## src/shared/lcfd_pkg.sv

```systemverilog
`default_nettype none
package lcfd_pkg;
   // Frame identifiers
   localparam logic [7:0] LCFD_ID_DIAG_REQ   = 8'h3c;
   localparam logic [7:0] LCFD_ID_DIAG_RESP  = 8'h7d;
   // Node addressing
   localparam logic [7:0] LCFD_NAD_BROADCAST = 8'h7f;
   // Parameter writing frame commands
   localparam logic [7:0] LCFD_CMD_DUAL_TARGET_MOVE      = 8'h08;
   localparam logic [7:0] LCFD_CMD_MOTOR_PARAMETER_WRITE = 8'h09;
   localparam logic [7:0] LCFD_CMD_OTP_BYTE_PROGRAM      = 8'h10;
   localparam logic [7:0] LCFD_CMD_STALL_PARAMETER_WRITE = 8'h16;
   localparam logic [7:0] LCFD_CMD_MOVE_WITH_PARAMETERS  = 8'h2f;
   // Short command frame commands
   localparam logic [7:0] LCFD_CMD_DRIVE_TO_SAFE_POSITION = 8'h04;
   localparam logic [7:0] LCFD_CMD_IMMEDIATE_STOP         = 8'h05;
   localparam logic [7:0] LCFD_CMD_ZERO_ACTUAL_POSITION   = 8'h06;
   localparam logic [7:0] LCFD_CMD_DECELERATING_STOP      = 8'h0f;
   // Diagnostic service bytes
   localparam logic [7:0] LCFD_PCI_REQ       = 8'h06;
   localparam logic [7:0] LCFD_PCI_POS       = 8'h06;
   localparam logic [7:0] LCFD_PCI_NEG       = 8'h03;
   localparam logic [7:0] LCFD_SID_READ_ID   = 8'hb2;
   localparam logic [7:0] LCFD_RSID_READ_ID  = 8'hf2;
   localparam logic [7:0] LCFD_RSID_NEG      = 8'h7f;
   localparam logic [7:0] LCFD_ERR_SUBFUNC   = 8'h12;
   localparam logic [7:0] LCFD_FILL          = 8'hff;
   localparam logic [7:0] LCFD_SEL_PRODUCT   = 8'h00;
   localparam logic [15:0] LCFD_SUPPLIER_WILD = 16'h7fff;
   localparam logic [15:0] LCFD_FUNCTION_WILD = 16'hffff;
   // Frame byte counts (data bytes, checksum excluded)
   localparam logic [3:0] LCFD_LEN_PARAM   = 4'h7;
   localparam logic [3:0] LCFD_LEN_ADDR_SC = 4'h2;
   localparam logic [3:0] LCFD_LEN_UNADDR  = 4'h1;
   localparam logic [3:0] LCFD_LEN_DIAG    = 4'h8;
   localparam logic [2:0] LCFD_PARAM_DATA  = 3'h5;
   localparam logic [4:0] LCFD_READ_WAIT   = 5'h1f;  // Cycles before a silent node is given up
   // Reset values
   localparam logic [7:0] LCFD_RST_BYTE    = 8'h00;
   localparam logic [3:0] LCFD_RST_IDX     = 4'h0;

   // Frame classes seen by the decoder
   typedef enum logic [2:0] {
      LCFD_FRM_NONE,
      LCFD_FRM_PARAM,
      LCFD_FRM_ADDR_SC,
      LCFD_FRM_UNADDR_SC,
      LCFD_FRM_DIAG_REQ,
      LCFD_FRM_DIAG_RESP
   } lcfd_frame_type;

   // Commands handed to the motion logic
   typedef enum logic [3:0] {
      LCFD_OP_NONE,
      LCFD_OP_DUAL_TARGET_MOVE,
      LCFD_OP_MOTOR_PARAMETER_WRITE,
      LCFD_OP_OTP_BYTE_PROGRAM,
      LCFD_OP_STALL_PARAMETER_WRITE,
      LCFD_OP_MOVE_WITH_PARAMETERS,
      LCFD_OP_DRIVE_TO_SAFE_POSITION,
      LCFD_OP_IMMEDIATE_STOP,
      LCFD_OP_ZERO_ACTUAL_POSITION,
      LCFD_OP_DECELERATING_STOP
   } lcfd_op_type;

   // Enhanced checksum covers the identifier, classic does not
   function automatic logic [7:0] lcfd_csum_add(input logic [7:0] acc, input logic [7:0] b);
      logic [8:0] s;
      s = {1'b0, acc} + {1'b0, b};
      lcfd_csum_add = s[7:0] + {7'h00, s[8]};
   endfunction : lcfd_csum_add
endpackage : lcfd_pkg
`default_nettype wire

```

## src/shared/lcfd_link_if.sv

```systemverilog
`timescale 1ns/10ps
`default_nettype none
// Byte-level LIN frame channel between master controller and node decoder
interface lcfd_link_if;
   import lcfd_pkg::*;
   logic [7:0] hdr_id;     // Frame identifier, master header
   logic       hdr_valid;  // Header pulse, starts a frame
   logic [7:0] m_byte;     // Master-published byte
   logic       m_valid;    // Master byte pulse
   logic [7:0] s_byte;     // Node-published response byte
   logic       s_valid;    // Node byte pulse
   logic       eof;        // End of frame pulse from master

   modport master (output hdr_id, output hdr_valid, output m_byte, output m_valid,
                   output eof, input s_byte, input s_valid);
   modport node   (input hdr_id, input hdr_valid, input m_byte, input m_valid,
                   input eof, output s_byte, output s_valid);
endinterface : lcfd_link_if
`default_nettype wire

```

## src/verilog/lcfd_node.sv

```systemverilog
`timescale 1ns/10ps
`default_nettype none
// Behaviour
// - Parameter frame commands 08,09,10,16,2F
// - Master pads unused data with FF
// - Parameter frame: address, command, five data, checksum
// - Act only on own or broadcast address
// - Broadcast frames executed by every subscriber
// - Addressed short frame: address, command, checksum
// - Short commands 04,05,06,0F
// - Unaddressed short frame: command, checksum
// - Identification request layout from master
// - Only selector zero gives identification
// - Supplier 7FFF, function FFFF are wildcards
// - Answer in next reading frame
// - Positive answer layout with classic checksum
// - Answer carries own node address
// - Nonzero selector gives negative answer; the node gives no answer for selector FF
module lcfd_node
   import lcfd_pkg::*;
(
   // Clock and reset
   input  wire logic       i_clk_sys,
   input  wire logic       i_rst_n,
   // Node identity
   input  wire logic [7:0] i_node_addr,
   input  wire logic [7:0] i_param_frame_id,
   input  wire logic [7:0] i_addr_sc_frame_id,
   input  wire logic [7:0] i_unaddr_sc_frame_id,
   // Command output
   output logic            o_cmd_valid,
   output lcfd_op_type     o_cmd_op,
   output logic [39:0]     o_cmd_data,
   output logic            o_cmd_broadcast,
   // Link
   lcfd_link_if.node       link
);
   // Identity values, arbitrary
   localparam logic [15:0] SUPPLIER_CODE = 16'h0a5a;
   localparam logic [15:0] FUNCTION_CODE = 16'h0b6b;
   localparam logic [7:0]  VARIANT_CODE  = 8'h01;

   typedef enum logic [1:0] {LCFD_RESP_NONE, LCFD_RESP_POS, LCFD_RESP_NEG} lcfd_resp_type;

   typedef struct packed {
      lcfd_frame_type frame;
      logic [3:0]     idx;
      logic [7:0]     csum;
      logic [7:0]     nad;
      logic [7:0]     cmd;
      logic [39:0]    data;     // Data bytes 1..5 of a parameter frame
      logic [7:0]     sel;
      logic [31:0]    ids;      // Supplier then function, low byte first
      logic           csum_ok;
      lcfd_resp_type  pend;     // Prepared answer for next reading frame
      lcfd_resp_type  sending;
      logic [3:0]     tx_idx;
      logic [7:0]     tx_csum;
      logic           cmd_valid;
      lcfd_op_type    cmd_op;
      logic [39:0]    cmd_data;
      logic           cmd_bc;
      logic [7:0]     s_byte;
      logic           s_valid;
   } lcfd_state_type;

   lcfd_state_type st_reg;
   lcfd_state_type st_next;

   // Which op a parameter or short command code maps to
   function automatic lcfd_op_type lcfd_decode(input lcfd_frame_type f, input logic [7:0] c);
      lcfd_decode = LCFD_OP_NONE;
      if (f == LCFD_FRM_PARAM) begin
         unique case (c)
            LCFD_CMD_DUAL_TARGET_MOVE:      lcfd_decode = LCFD_OP_DUAL_TARGET_MOVE;
            LCFD_CMD_MOTOR_PARAMETER_WRITE: lcfd_decode = LCFD_OP_MOTOR_PARAMETER_WRITE;
            LCFD_CMD_OTP_BYTE_PROGRAM:      lcfd_decode = LCFD_OP_OTP_BYTE_PROGRAM;
            LCFD_CMD_STALL_PARAMETER_WRITE: lcfd_decode = LCFD_OP_STALL_PARAMETER_WRITE;
            LCFD_CMD_MOVE_WITH_PARAMETERS:  lcfd_decode = LCFD_OP_MOVE_WITH_PARAMETERS;
            default:                        lcfd_decode = LCFD_OP_NONE;
         endcase
      end else begin
         unique case (c)
            LCFD_CMD_DRIVE_TO_SAFE_POSITION: lcfd_decode = LCFD_OP_DRIVE_TO_SAFE_POSITION;
            LCFD_CMD_IMMEDIATE_STOP:         lcfd_decode = LCFD_OP_IMMEDIATE_STOP;
            LCFD_CMD_ZERO_ACTUAL_POSITION:   lcfd_decode = LCFD_OP_ZERO_ACTUAL_POSITION;
            LCFD_CMD_DECELERATING_STOP:      lcfd_decode = LCFD_OP_DECELERATING_STOP;
            default:                         lcfd_decode = LCFD_OP_NONE;
         endcase
      end
   endfunction : lcfd_decode

   // Data bytes a frame class expects before the checksum
   function automatic logic [3:0] lcfd_len(input lcfd_frame_type f);
      unique case (f)
         LCFD_FRM_PARAM:     lcfd_len = LCFD_LEN_PARAM;
         LCFD_FRM_ADDR_SC:   lcfd_len = LCFD_LEN_ADDR_SC;
         LCFD_FRM_UNADDR_SC: lcfd_len = LCFD_LEN_UNADDR;
         LCFD_FRM_DIAG_REQ:  lcfd_len = LCFD_LEN_DIAG;
         default:            lcfd_len = LCFD_LEN_DIAG;
      endcase
   endfunction : lcfd_len

   // Answer byte n (0..7) for the prepared answer
   function automatic logic [7:0] lcfd_tx(input lcfd_resp_type r, input logic [3:0] n,
                                          input logic [7:0] nad);
      logic [7:0] b;
      b = LCFD_FILL;
      if (r == LCFD_RESP_POS) begin
         unique case (n)
            4'h0:    b = nad;
            4'h1:    b = LCFD_PCI_POS;
            4'h2:    b = LCFD_RSID_READ_ID;
            4'h3:    b = SUPPLIER_CODE[7:0];
            4'h4:    b = SUPPLIER_CODE[15:8];
            4'h5:    b = FUNCTION_CODE[7:0];
            4'h6:    b = FUNCTION_CODE[15:8];
            default: b = VARIANT_CODE;
         endcase
      end else begin
         unique case (n)
            4'h0:    b = nad;
            4'h1:    b = LCFD_PCI_NEG;
            4'h2:    b = LCFD_RSID_NEG;
            4'h3:    b = LCFD_SID_READ_ID;
            4'h4:    b = LCFD_ERR_SUBFUNC;
            default: b = LCFD_FILL;
         endcase
      end
      lcfd_tx = b;
   endfunction : lcfd_tx

   ////////////////////////////////////////////////////////////////////////////
   // Frame decode and answer sequencing
   always_comb begin
      logic        addr_ok;
      logic        id_ok;
      lcfd_op_type op;
      addr_ok = 1'b0;
      id_ok   = 1'b0;
      op      = LCFD_OP_NONE;
      st_next = st_reg;
      st_next.cmd_valid = 1'b0;
      st_next.s_valid   = 1'b0;

      // Header: classify; a reading 0x7d header releases any prepared answer
      if (link.hdr_valid) begin
         st_next.idx     = LCFD_RST_IDX;
         st_next.sending = LCFD_RESP_NONE;
         st_next.tx_idx  = LCFD_RST_IDX;
         if (link.hdr_id == LCFD_ID_DIAG_REQ) begin
            st_next.frame = LCFD_FRM_DIAG_REQ;
            st_next.csum  = LCFD_RST_BYTE;      // Classic checksum excludes the id
            st_next.pend  = LCFD_RESP_NONE;     // A new request replaces a stale one
         end else if (link.hdr_id == LCFD_ID_DIAG_RESP) begin
            st_next.frame   = LCFD_FRM_DIAG_RESP;
            st_next.sending = st_reg.pend;
            st_next.pend    = LCFD_RESP_NONE;
            st_next.tx_csum = LCFD_RST_BYTE;
         end else begin
            if (link.hdr_id == i_param_frame_id)
               st_next.frame = LCFD_FRM_PARAM;
            else if (link.hdr_id == i_addr_sc_frame_id)
               st_next.frame = LCFD_FRM_ADDR_SC;
            else if (link.hdr_id == i_unaddr_sc_frame_id)
               st_next.frame = LCFD_FRM_UNADDR_SC;
            else
               st_next.frame = LCFD_FRM_NONE;
            st_next.csum  = link.hdr_id;        // Enhanced checksum seeds with the id
         end
      end else if (st_reg.frame == LCFD_FRM_DIAG_RESP) begin
         // Publish one answer byte per cycle, then the classic checksum
         if (st_reg.sending != LCFD_RESP_NONE) begin
            st_next.s_valid = 1'b1;
            st_next.tx_idx  = st_reg.tx_idx + 4'h1;
            if (st_reg.tx_idx == LCFD_LEN_DIAG) begin
               st_next.s_byte  = ~st_reg.tx_csum;
               st_next.sending = LCFD_RESP_NONE;
               st_next.frame   = LCFD_FRM_NONE;
            end else begin
               st_next.s_byte  = lcfd_tx(st_reg.sending, st_reg.tx_idx, i_node_addr);
               st_next.tx_csum = lcfd_csum_add(st_reg.tx_csum, st_next.s_byte);
            end
         end
      end else if (link.m_valid && st_reg.frame != LCFD_FRM_NONE) begin
         // Capture bytes by position within the frame
         st_next.idx = st_reg.idx + 4'h1;
         if (st_reg.idx == lcfd_len(st_reg.frame)) begin
            st_next.csum_ok = (~st_reg.csum == link.m_byte);
         end else begin
            st_next.csum = lcfd_csum_add(st_reg.csum, link.m_byte);
            unique case (st_reg.frame)
               LCFD_FRM_PARAM, LCFD_FRM_ADDR_SC: begin
                  if (st_reg.idx == 4'h0) st_next.nad = link.m_byte;
                  else if (st_reg.idx == 4'h1) st_next.cmd = link.m_byte;
                  else st_next.data = {link.m_byte, st_reg.data[39:8]};
               end
               LCFD_FRM_UNADDR_SC: st_next.cmd = link.m_byte;
               default: begin
                  unique case (st_reg.idx)
                     4'h0:    st_next.nad = link.m_byte;
                     4'h1:    st_next.cmd = link.m_byte;   // Protocol control byte
                     4'h2:    st_next.sel = link.m_byte;   // Service byte held in sel briefly
                     4'h3:    st_next.sel = (st_reg.sel == LCFD_SID_READ_ID) ?
                                            link.m_byte : LCFD_FILL;
                     default: st_next.ids = {link.m_byte, st_reg.ids[31:8]};
                  endcase
               end
            endcase
         end
      end else if (link.eof && st_reg.frame != LCFD_FRM_NONE) begin
         // Frame complete: act only when every byte arrived and checksum held
         addr_ok = (st_reg.nad == i_node_addr) || (st_reg.nad == LCFD_NAD_BROADCAST);
         op      = lcfd_decode(st_reg.frame, st_reg.cmd);
         id_ok   = (st_reg.ids[15:0] == SUPPLIER_CODE || st_reg.ids[15:0] == LCFD_SUPPLIER_WILD)
                && (st_reg.ids[31:16] == FUNCTION_CODE
                    || st_reg.ids[31:16] == LCFD_FUNCTION_WILD);
         if (st_reg.idx == lcfd_len(st_reg.frame) + 4'h1 && st_reg.csum_ok) begin
            if (st_reg.frame == LCFD_FRM_DIAG_REQ) begin
               if (addr_ok && id_ok && st_reg.cmd == LCFD_PCI_REQ
                   && st_reg.sel != LCFD_FILL) begin
                  st_next.pend = (st_reg.sel == LCFD_SEL_PRODUCT) ?
                                 LCFD_RESP_POS : LCFD_RESP_NEG;
               end
            end else if (op != LCFD_OP_NONE
                         && (addr_ok || st_reg.frame == LCFD_FRM_UNADDR_SC)) begin
               st_next.cmd_valid = 1'b1;
               st_next.cmd_op    = op;
               st_next.cmd_data  = (st_reg.frame == LCFD_FRM_PARAM) ? st_reg.data : {40{1'b1}};
               st_next.cmd_bc    = (st_reg.frame == LCFD_FRM_UNADDR_SC)
                                || (st_reg.nad == LCFD_NAD_BROADCAST);
            end
         end
         st_next.frame   = LCFD_FRM_NONE;
         st_next.csum_ok = 1'b0;
      end
   end

   ////////////////////////////////////////////////////////////////////////////
   // State register
   always_ff @(posedge i_clk_sys or negedge i_rst_n) begin
      if (!i_rst_n) begin
         st_reg <= '0;
      end else begin
         st_reg <= st_next;
      end
   end

   assign o_cmd_valid     = st_reg.cmd_valid;
   assign o_cmd_op        = st_reg.cmd_op;
   assign o_cmd_data      = st_reg.cmd_data;
   assign o_cmd_broadcast = st_reg.cmd_bc;
   assign link.s_byte     = st_reg.s_byte;
   assign link.s_valid    = st_reg.s_valid;
endmodule : lcfd_node
`default_nettype wire

```

## src/flat_wrapper.sv

```systemverilog
// flat-port wrapper written by rule: the top's interface ports become plain ports
module lcfd_node_flat import lcfd_pkg::*;
  (i_clk_sys, i_rst_n, i_node_addr, i_param_frame_id, i_addr_sc_frame_id, i_unaddr_sc_frame_id, o_cmd_valid, o_cmd_op, o_cmd_data, o_cmd_broadcast, link_hdr_id, link_hdr_valid, link_m_byte, link_m_valid, link_eof, link_s_byte, link_s_valid);
  lcfd_link_if link_i ();
  input  wire logic i_clk_sys;
  input  wire logic i_rst_n;
  input  wire logic [7:0] i_node_addr;
  input  wire logic [7:0] i_param_frame_id;
  input  wire logic [7:0] i_addr_sc_frame_id;
  input  wire logic [7:0] i_unaddr_sc_frame_id;
  output logic o_cmd_valid;
  output lcfd_op_type o_cmd_op;
  output logic [39:0] o_cmd_data;
  output logic o_cmd_broadcast;
  input wire logic [$bits(link_i.hdr_id)-1:0] link_hdr_id;
  input wire logic [$bits(link_i.hdr_valid)-1:0] link_hdr_valid;
  input wire logic [$bits(link_i.m_byte)-1:0] link_m_byte;
  input wire logic [$bits(link_i.m_valid)-1:0] link_m_valid;
  input wire logic [$bits(link_i.eof)-1:0] link_eof;
  output wire logic [$bits(link_i.s_byte)-1:0] link_s_byte;
  output wire logic [$bits(link_i.s_valid)-1:0] link_s_valid;
  assign link_i.hdr_id = link_hdr_id;
  assign link_i.hdr_valid = link_hdr_valid;
  assign link_i.m_byte = link_m_byte;
  assign link_i.m_valid = link_m_valid;
  assign link_i.eof = link_eof;
  assign link_s_byte = link_i.s_byte;
  assign link_s_valid = link_i.s_valid;
  lcfd_node u_core (.i_clk_sys(i_clk_sys), .i_rst_n(i_rst_n), .i_node_addr(i_node_addr), .i_param_frame_id(i_param_frame_id), .i_addr_sc_frame_id(i_addr_sc_frame_id), .i_unaddr_sc_frame_id(i_unaddr_sc_frame_id), .o_cmd_valid(o_cmd_valid), .o_cmd_op(o_cmd_op), .o_cmd_data(o_cmd_data), .o_cmd_broadcast(o_cmd_broadcast), .link(link_i));
endmodule
```

## config.mk

```make
export PLATFORM = sky130hd
export DESIGN_NAME = lcfd_node_flat
export DESIGN_NICKNAME = d
export VERILOG_FILES = /design/src/shared/lcfd_pkg.sv /design/src/shared/lcfd_link_if.sv /design/src/verilog/lcfd_node.sv /design/src/flat_wrapper.sv
export SDC_FILE = /design/constraint.sdc
export NUM_CORES = 1
export LEC_CHECK = 0
export ABC_AREA = 1
export BUFFER_PORTS_ARGS = -buffer_cell sky130_fd_sc_hd__buf_4
export CORE_UTILIZATION = 45
export DETAILED_ROUTE_END_ITERATION = 12
export HOLD_SLACK_MARGIN = 0.06
export PLACE_DENSITY = 0.62
export SETUP_SLACK_MARGIN = 0.5
export SLEW_MARGIN = 20
export SYNTH_ARGS = -nofsm -noshare
export SYNTH_HDL_FRONTEND = slang
export SYNTH_SLANG_ARGS = --single-unit
```

## constraint.sdc

```tcl
create_clock -name i_clk_sys -period 7.1 [get_ports i_clk_sys]
set_clock_uncertainty 0.05 [all_clocks]
set_input_delay 0 -clock i_clk_sys [delete_from_list [all_inputs] [get_ports i_clk_sys]]
set_output_delay 0 -clock i_clk_sys [all_outputs]
set_load 0.01 [all_outputs]
```

Word-level counts from Yosys, hierarchy flattened:

Index checks and enable logic that the tools add are counted.

* add/sub/neg operators: 7
* multiplexer cells: 78
* bitwise logic cells: 12
* equal/unequal tests: 54
* reduce and logical (&&, ||, !) cells: 48

Operators by type and width (count)
* 46-bit 2-to-1 mux: 6
* 40-bit 2-to-1 mux: 4
* 8-bit 2-to-1 mux: 15
* 111-bit 2-to-1 mux: 1
* 108-bit 2-to-1 mux: 1
* 104-bit 2-to-1 mux: 1
* 8-bit one-hot mux with 7 select lines: 1
* 55-bit 2-to-1 mux: 1
* 4-bit 2-to-1 mux: 13
* 48-bit 2-to-1 mux: 1
* 8-bit equality test: 5
* 8-bit one-hot mux with 5 select lines: 1
* 16-bit by 12-bit equality test with 1-bit output, second input constant: 2
* 32-bit 2-to-1 mux: 1
* 8-bit one-hot mux with 2 select lines: 2
* 14-bit 2-to-1 mux: 2
* 3-bit 2-to-1 mux: 9
* 8-bit by 3-bit equality test with 1-bit output, second input constant: 3
* 8-bit by 4-bit equality test with 1-bit output, second input constant: 3
* 2-bit nonzero test: 11
* 7-bit AND reduction: 3
* 2-bit 2-to-1 mux: 10
* 8-bit by 8-bit adder with 9-bit output: 2
* 9-bit 2-to-1 mux: 2
* 45 further kinds: 99

* bits of input ports: 53
* output and inout port bits: 55
* flip-flop bits (word level): 183

Depth between registers and ports, before layout:

* depth in word-level cells: 16
* gate-level depth with buffers: 27
* gate-level depth less buffers: 27

Worst setup path before layout:

OpenSTA, ideal clock, no wires.

* path kind: register to register
* from: register u_core.st_reg[63] (netlist bit)
* to: register u_core.st_reg[62] (netlist bit)
* cell stages (with the launch flop): 24
* setup time: 0.119 ns
* data required time: 6.931 ns
* data arrival time: 3.105 ns
* period minus slack after synthesis: 3.274 ns
* buffers on the path: 0
* setup slack: 3.826 ns
* path through: dfrtp_1 -> inv_1 -> ha_1 -> nand2_1 -> nand2_1 -> nor2_1 -> nand2_1 -> nand4_1 -> ha_1 -> inv_1 -> fa_1 -> inv_1 -> nand4_1 -> nand3_1 -> a21oi_1 -> o21bai_1 -> ha_1 -> nand2_1 -> nor2_1 -> nand3_1 -> nor2_1 -> nand4_1 -> nand3_1 -> nand2_1

* word-level cells in the longest chain between the ends: 13
* elaborated cells between the ends (all ways): 23

RTL lines
* start: declaration: line lcfd_node.sv:67 `lcfd_state_type st_reg;`
* start signal: assignment: line lcfd_node.sv:245 `st_reg <= st_next;`
* 4-bit by 3-bit equality test with 1-bit output, or another cell as far along: line lcfd_node.sv:110 `unique case (n)`
* 8-bit one-hot mux with 7 select lines or 8-bit one-hot mux with 5 select lines (tied branches): line lcfd_node.sv:110, lcfd_node.sv:121
* 8-bit 2-to-1 mux: line lcfd_node.sv:109 `if (r == LCFD_RESP_POS) begin`
* 8-bit 2-to-1 mux: line lcfd_node.sv:176 `if (st_reg.tx_idx == LCFD_LEN_DIAG) begin`
* 8-bit 2-to-1 mux: line lcfd_node.sv:173 `if (st_reg.sending != LCFD_RESP_NONE) begin`
* 8-bit 2-to-1 mux: line lcfd_node.sv:171 `end else if (st_reg.frame == LCFD_FRM_DIAG_RESP) begin`
* 8-bit 2-to-1 mux: line lcfd_node.sv:147 `if (link.hdr_valid) begin`
* 8-bit by 8-bit adder with 9-bit output: line lcfd_pkg.sv:69 `s = {1'b0, acc} + {1'b0, b};`
* 8-bit by 1-bit adder with 8-bit output: line lcfd_pkg.sv:70 `lcfd_csum_add = s[7:0] + {7'h00, s[8]};`
* 8-bit 2-to-1 mux: line lcfd_node.sv:176
* 14-bit 2-to-1 mux: line lcfd_node.sv:173
* 14-bit 2-to-1 mux: line lcfd_node.sv:171
* 16-bit 2-to-1 mux: line lcfd_node.sv:147

Several ways; a longest one is shown, not always the timed one. The select of a mux whose other input is x is not followed.
A chain may end at the register's enable or synchronous reset.

Worst setup path after layout:

* from: register u_core.st_reg[64] (netlist bit)
* to: register u_core.st_reg[62] (netlist bit)

The elaborated chain is that of the path after synthesis.

==> results.sh <==
export IMPL_synthDistinctLibCells=41
export IMPL_layout_setup_ws_ns=3.291
export IMPL_first_pass_iters=5
export IMPL_share_seq_of_total_power=0.458
export IMPL_switching_share=0.2870
export IMPL_tritoncts_num_buffers=17
export IMPL_clock_tree_buffer_depth=2
export IMPL_worstPathCellList="inv_1 > ha_1 > inv_1 > o21ai_0 > nor2_1 > nand2_1 > nand2_1 > inv_1 > nand2_1 > a21boi_0 > inv_1 > ha_1 > nand4_1 > nand3_1 > a21oi_1 > o21bai_1 > ha_1 > nand2_1 > nor2_1 > nand3_1 > nor2_1 > nand4_1 > nand3_1 > nand2_1"
export IMPL_detailed_place_hpwl_um=18050
export IMPL_grt_max_degree=81
export IMPL_total_power_mw=2.464
export IMPL_totalNegativeSetupSlack_ns=0
export IMPL_cts_sink_count=183
export IMPL_syn_mean_instance_area_um2=7.257
export IMPL_final_cell_mix="sky130_fd_sc_hd__nand2_1, sky130_fd_sc_hd__inv_1, sky130_fd_sc_hd__dfrtp_1"
export IMPL_cts_htree_levels=4
export IMPL_number_of_design_rule_violations_left_by_the_first_detailed_router_iteration=576
export IMPL_crit_arrival_ns=4.09
export IMPL_synth_seq_cells=183
export IMPL_clkLatencyLatePin_ns=0.44
export IMPL_setup_viol=0
export IMPL_largest_register_ffs=128
export IMPL_maxSlewHeadroom=0.3167
export IMPL_die_ar_um2=24850
export IMPL_floorplan_die_height_um=157.6
export IMPL_synth_nets=1586
export IMPL_initial_core_util=0.4616
export IMPL_holdPathStages=5
export IMPL_r2r_cells=24
export IMPL_run_status="finished, final reports clean"
export IMPL_met2RoutedLength_um=12130
export IMPL_diodes=0
export IMPL_critical_path_class="reg -> reg"
export IMPL_top_layer="met4"
export IMPL_rsz0062_at_grt="no"
export IMPL_place_ws_ns=3.368
export IMPL_fin_hold_ws_ns=0.07552
export IMPL_netlist_top_cell_by_area="sky130_fd_sc_hd__dfrtp_1"
export IMPL_max_stage_delay_ns=0.43
export IMPL_number_of_placed_instances_taps_included=1835
export IMPL_ir_drop_uv=149.7
export IMPL_synth_area_um2=10900
export IMPL_finalWirelength_um=25960
export IMPL_via_count=9322
export IMPL_via_count_of_the_first_global_routing_pass=8733
export IMPL_synth_seq_area_share=0.4201
export IMPL_finish_net_count=1654
export IMPL_drive_above_1_share=0.1055
export IMPL_port_buffer_count=107
export IMPL_io_pins=108
export IMPL_timing_hold_worst_class="in -> reg"
export IMPL_core_region_um2=23610
export IMPL_layout_worst_path_cycle_share=0.5365
export IMPL_remaining_drc_errors=0
export IMPL_synth_top_cell_area_share=0.4201
export IMPL_place_gp_congestion=0.9120
export IMPL_worstMarginPinSlew_ns=1.023
export IMPL_max_cap_viol_count=0
export IMPL_warnings_from_yosys=0
export IMPL_total_switching_power_uw=707.1
export IMPL_start_kind="flip-flop"
export IMPL_final_max_slew_viol_count=0
export IMPL_fmax_mhz=262.5
export IMPL_cts_root_buffer_cell="sky130_fd_sc_hd__clkbuf_16"
export IMPL_final_hold_viol_count=0
export IMPL_post_route_min_period_ns=3.809
export IMPL_post_synth_inst_count=1502
export IMPL_powerDensity_nw_per_um2=197.5
export IMPL_fill_cells=2385
export IMPL_first_pass_grt_wire_length_um=43210
export IMPL_critical_path_most_common_cell="sky130_fd_sc_hd__nand2_1"
export IMPL_cts_tree="built"
export IMPL_combPwrFrac=0.139
export IMPL_internal_power_mw=1.757
export IMPL_areaGrowthSynthToFinish_pct=14.44
export IMPL_grt_antenna_before_repair=0
export IMPL_antenna_left=0
export IMPL_grt_total_usage=0.2208
export IMPL_chipWidth_um=157.6
export IMPL_stdcell_count=1902
export IMPL_cp_slowest_cell="sky130_fd_sc_hd__dfrtp_1"
export IMPL_critical_path_endpoint_type="flip-flop"
export IMPL_floorplan_rows=56
export IMPL_drt_vias_per_instance=4.901
export IMPL_critPathMaxFanout=5
export IMPL_worst_setup_hold_path_clk_slew_ns=0.08
export IMPL_clkPwrFrac=0.403
export IMPL_wl_met3_um=899
export IMPL_wirelength_met1_um=12520
export IMPL_timing_critical_path_required_ns=7.38
export IMPL_cts_repair_resize_count=0
export IMPL_overflow=0
export IMPL_netlist_top_cells_area="sky130_fd_sc_hd__dfrtp_1, sky130_fd_sc_hd__nand2_1, sky130_fd_sc_hd__inv_1"
export IMPL_wl_per_cell_um=13.65
export IMPL_p_leak_nw=6.462
export IMPL_layout_cells_most_common="sky130_fd_sc_hd__nand2_1"
==> critical path, delay by kind of cell (launching register included) <==
family / cells / cell delay, ns
buf+inv: 4 / 0.33
compound gates: 4 / 0.78
fa+ha+maj: 3 / 0.78
simple gates: 13 / 1.34
flops: 1 / 0.43
==> Yosys cell counts (all sizes together) <==
library cell	number
o211ai	11
nor2	148
xor2	16
nand3	111
fa	2
dfrtp	183
a32o	1
o31ai	2
o21a	1
clkbuf	20
clkinv	1
o21bai	3
or3	1
nor4	2
nand2	417
a21oi	40
inv	238
a31oi	9
o22ai	4
ha	29
nor3	8
nand4	16
or2	3
xnor2	27
o21ai	122
o311ai	1
buf	79
o2111ai	1
a21boi	3
nand3b	3
==> routing by layer <==
metal / global-route usage / vias to the layer above
met4: 0.06241 / 0
met5: 0 / -
met1: 0.3060 / 4346
li1: - / 4777
met2: 0.3558 / 168
met3: 0.03504 / 31
==> stage by stage <==
step	util	cell area (µm²)
finish	0.5283	12470
global route	0.5283	12470
floorplan	-	10900
CTS	0.5283	12470
global placement	0.4876	11510
detailed placement	0.4876	11510
==> path summary, 6_finish.rpt <==
path                                   startpoint                    end  slack, ns
worst max-delay path            u_core.st_reg[64]      u_core.st_reg[62]       3.29
worst min register to register  u_core.st_reg[69]      u_core.st_reg[69]       0.42
max in group asynchronous                 i_rst_n     u_core.st_reg[111]       4.83
min in group asynchronous                 i_rst_n  u_core.link.s_byte[1]       0.53
worst min-delay path               i_node_addr[1]  u_core.link.s_byte[1]       0.08
worst max register to register  u_core.st_reg[64]      u_core.st_reg[62]       3.29
==> kinds of logic after synthesis <==
| logic type | synth area share |
|---|---|
| AND/OR/NAND/NOR | 0.2684 |
| buffers and inverters | 0.1415 |
| AO/OA/AOI/OAI | 0.09848 |
| flip-flops | 0.4201 |
| XOR/XNOR | 0.03455 |
| adder cells (fa/ha/maj) | 0.03696 |
==> layout make-up <==
cell class	count	area, µm²	share of cell area
inverter	239	897.1	0.07192
timing repair buffer	148	1202	0.09639
multi-input combinational	981	4786	0.3836
clock buffer	17	425.4	0.03410
tap	319	399.1	0.03200
sequential	183	4579	0.3671
clock inverter	15	185.2	0.01484
==> power by group through the flow <==
stage | sequential [mW] | combinational, mW | clock [mW]
2_1_floorplan | 1.13 | 0.226 | 0
3_3_place_gp | 1.14 | 0.324 | 0
3_5_place_dp | 1.15 | 0.327 | 0
4_1_cts | 1.13 | 0.343 | 1.01
5_1_grt | 1.13 | 0.395 | 1.05
6_report | 1.13 | 0.343 | 0.994
==> repair_timing <==
item	4_1_cts	5_1_grt
setup endpoints to repair	0	0
setup buffers	0	0
hold buffers	35	0
endpoints found under the hold margin	106	0
Note: power is estimated with default switching activity, not from simulation.
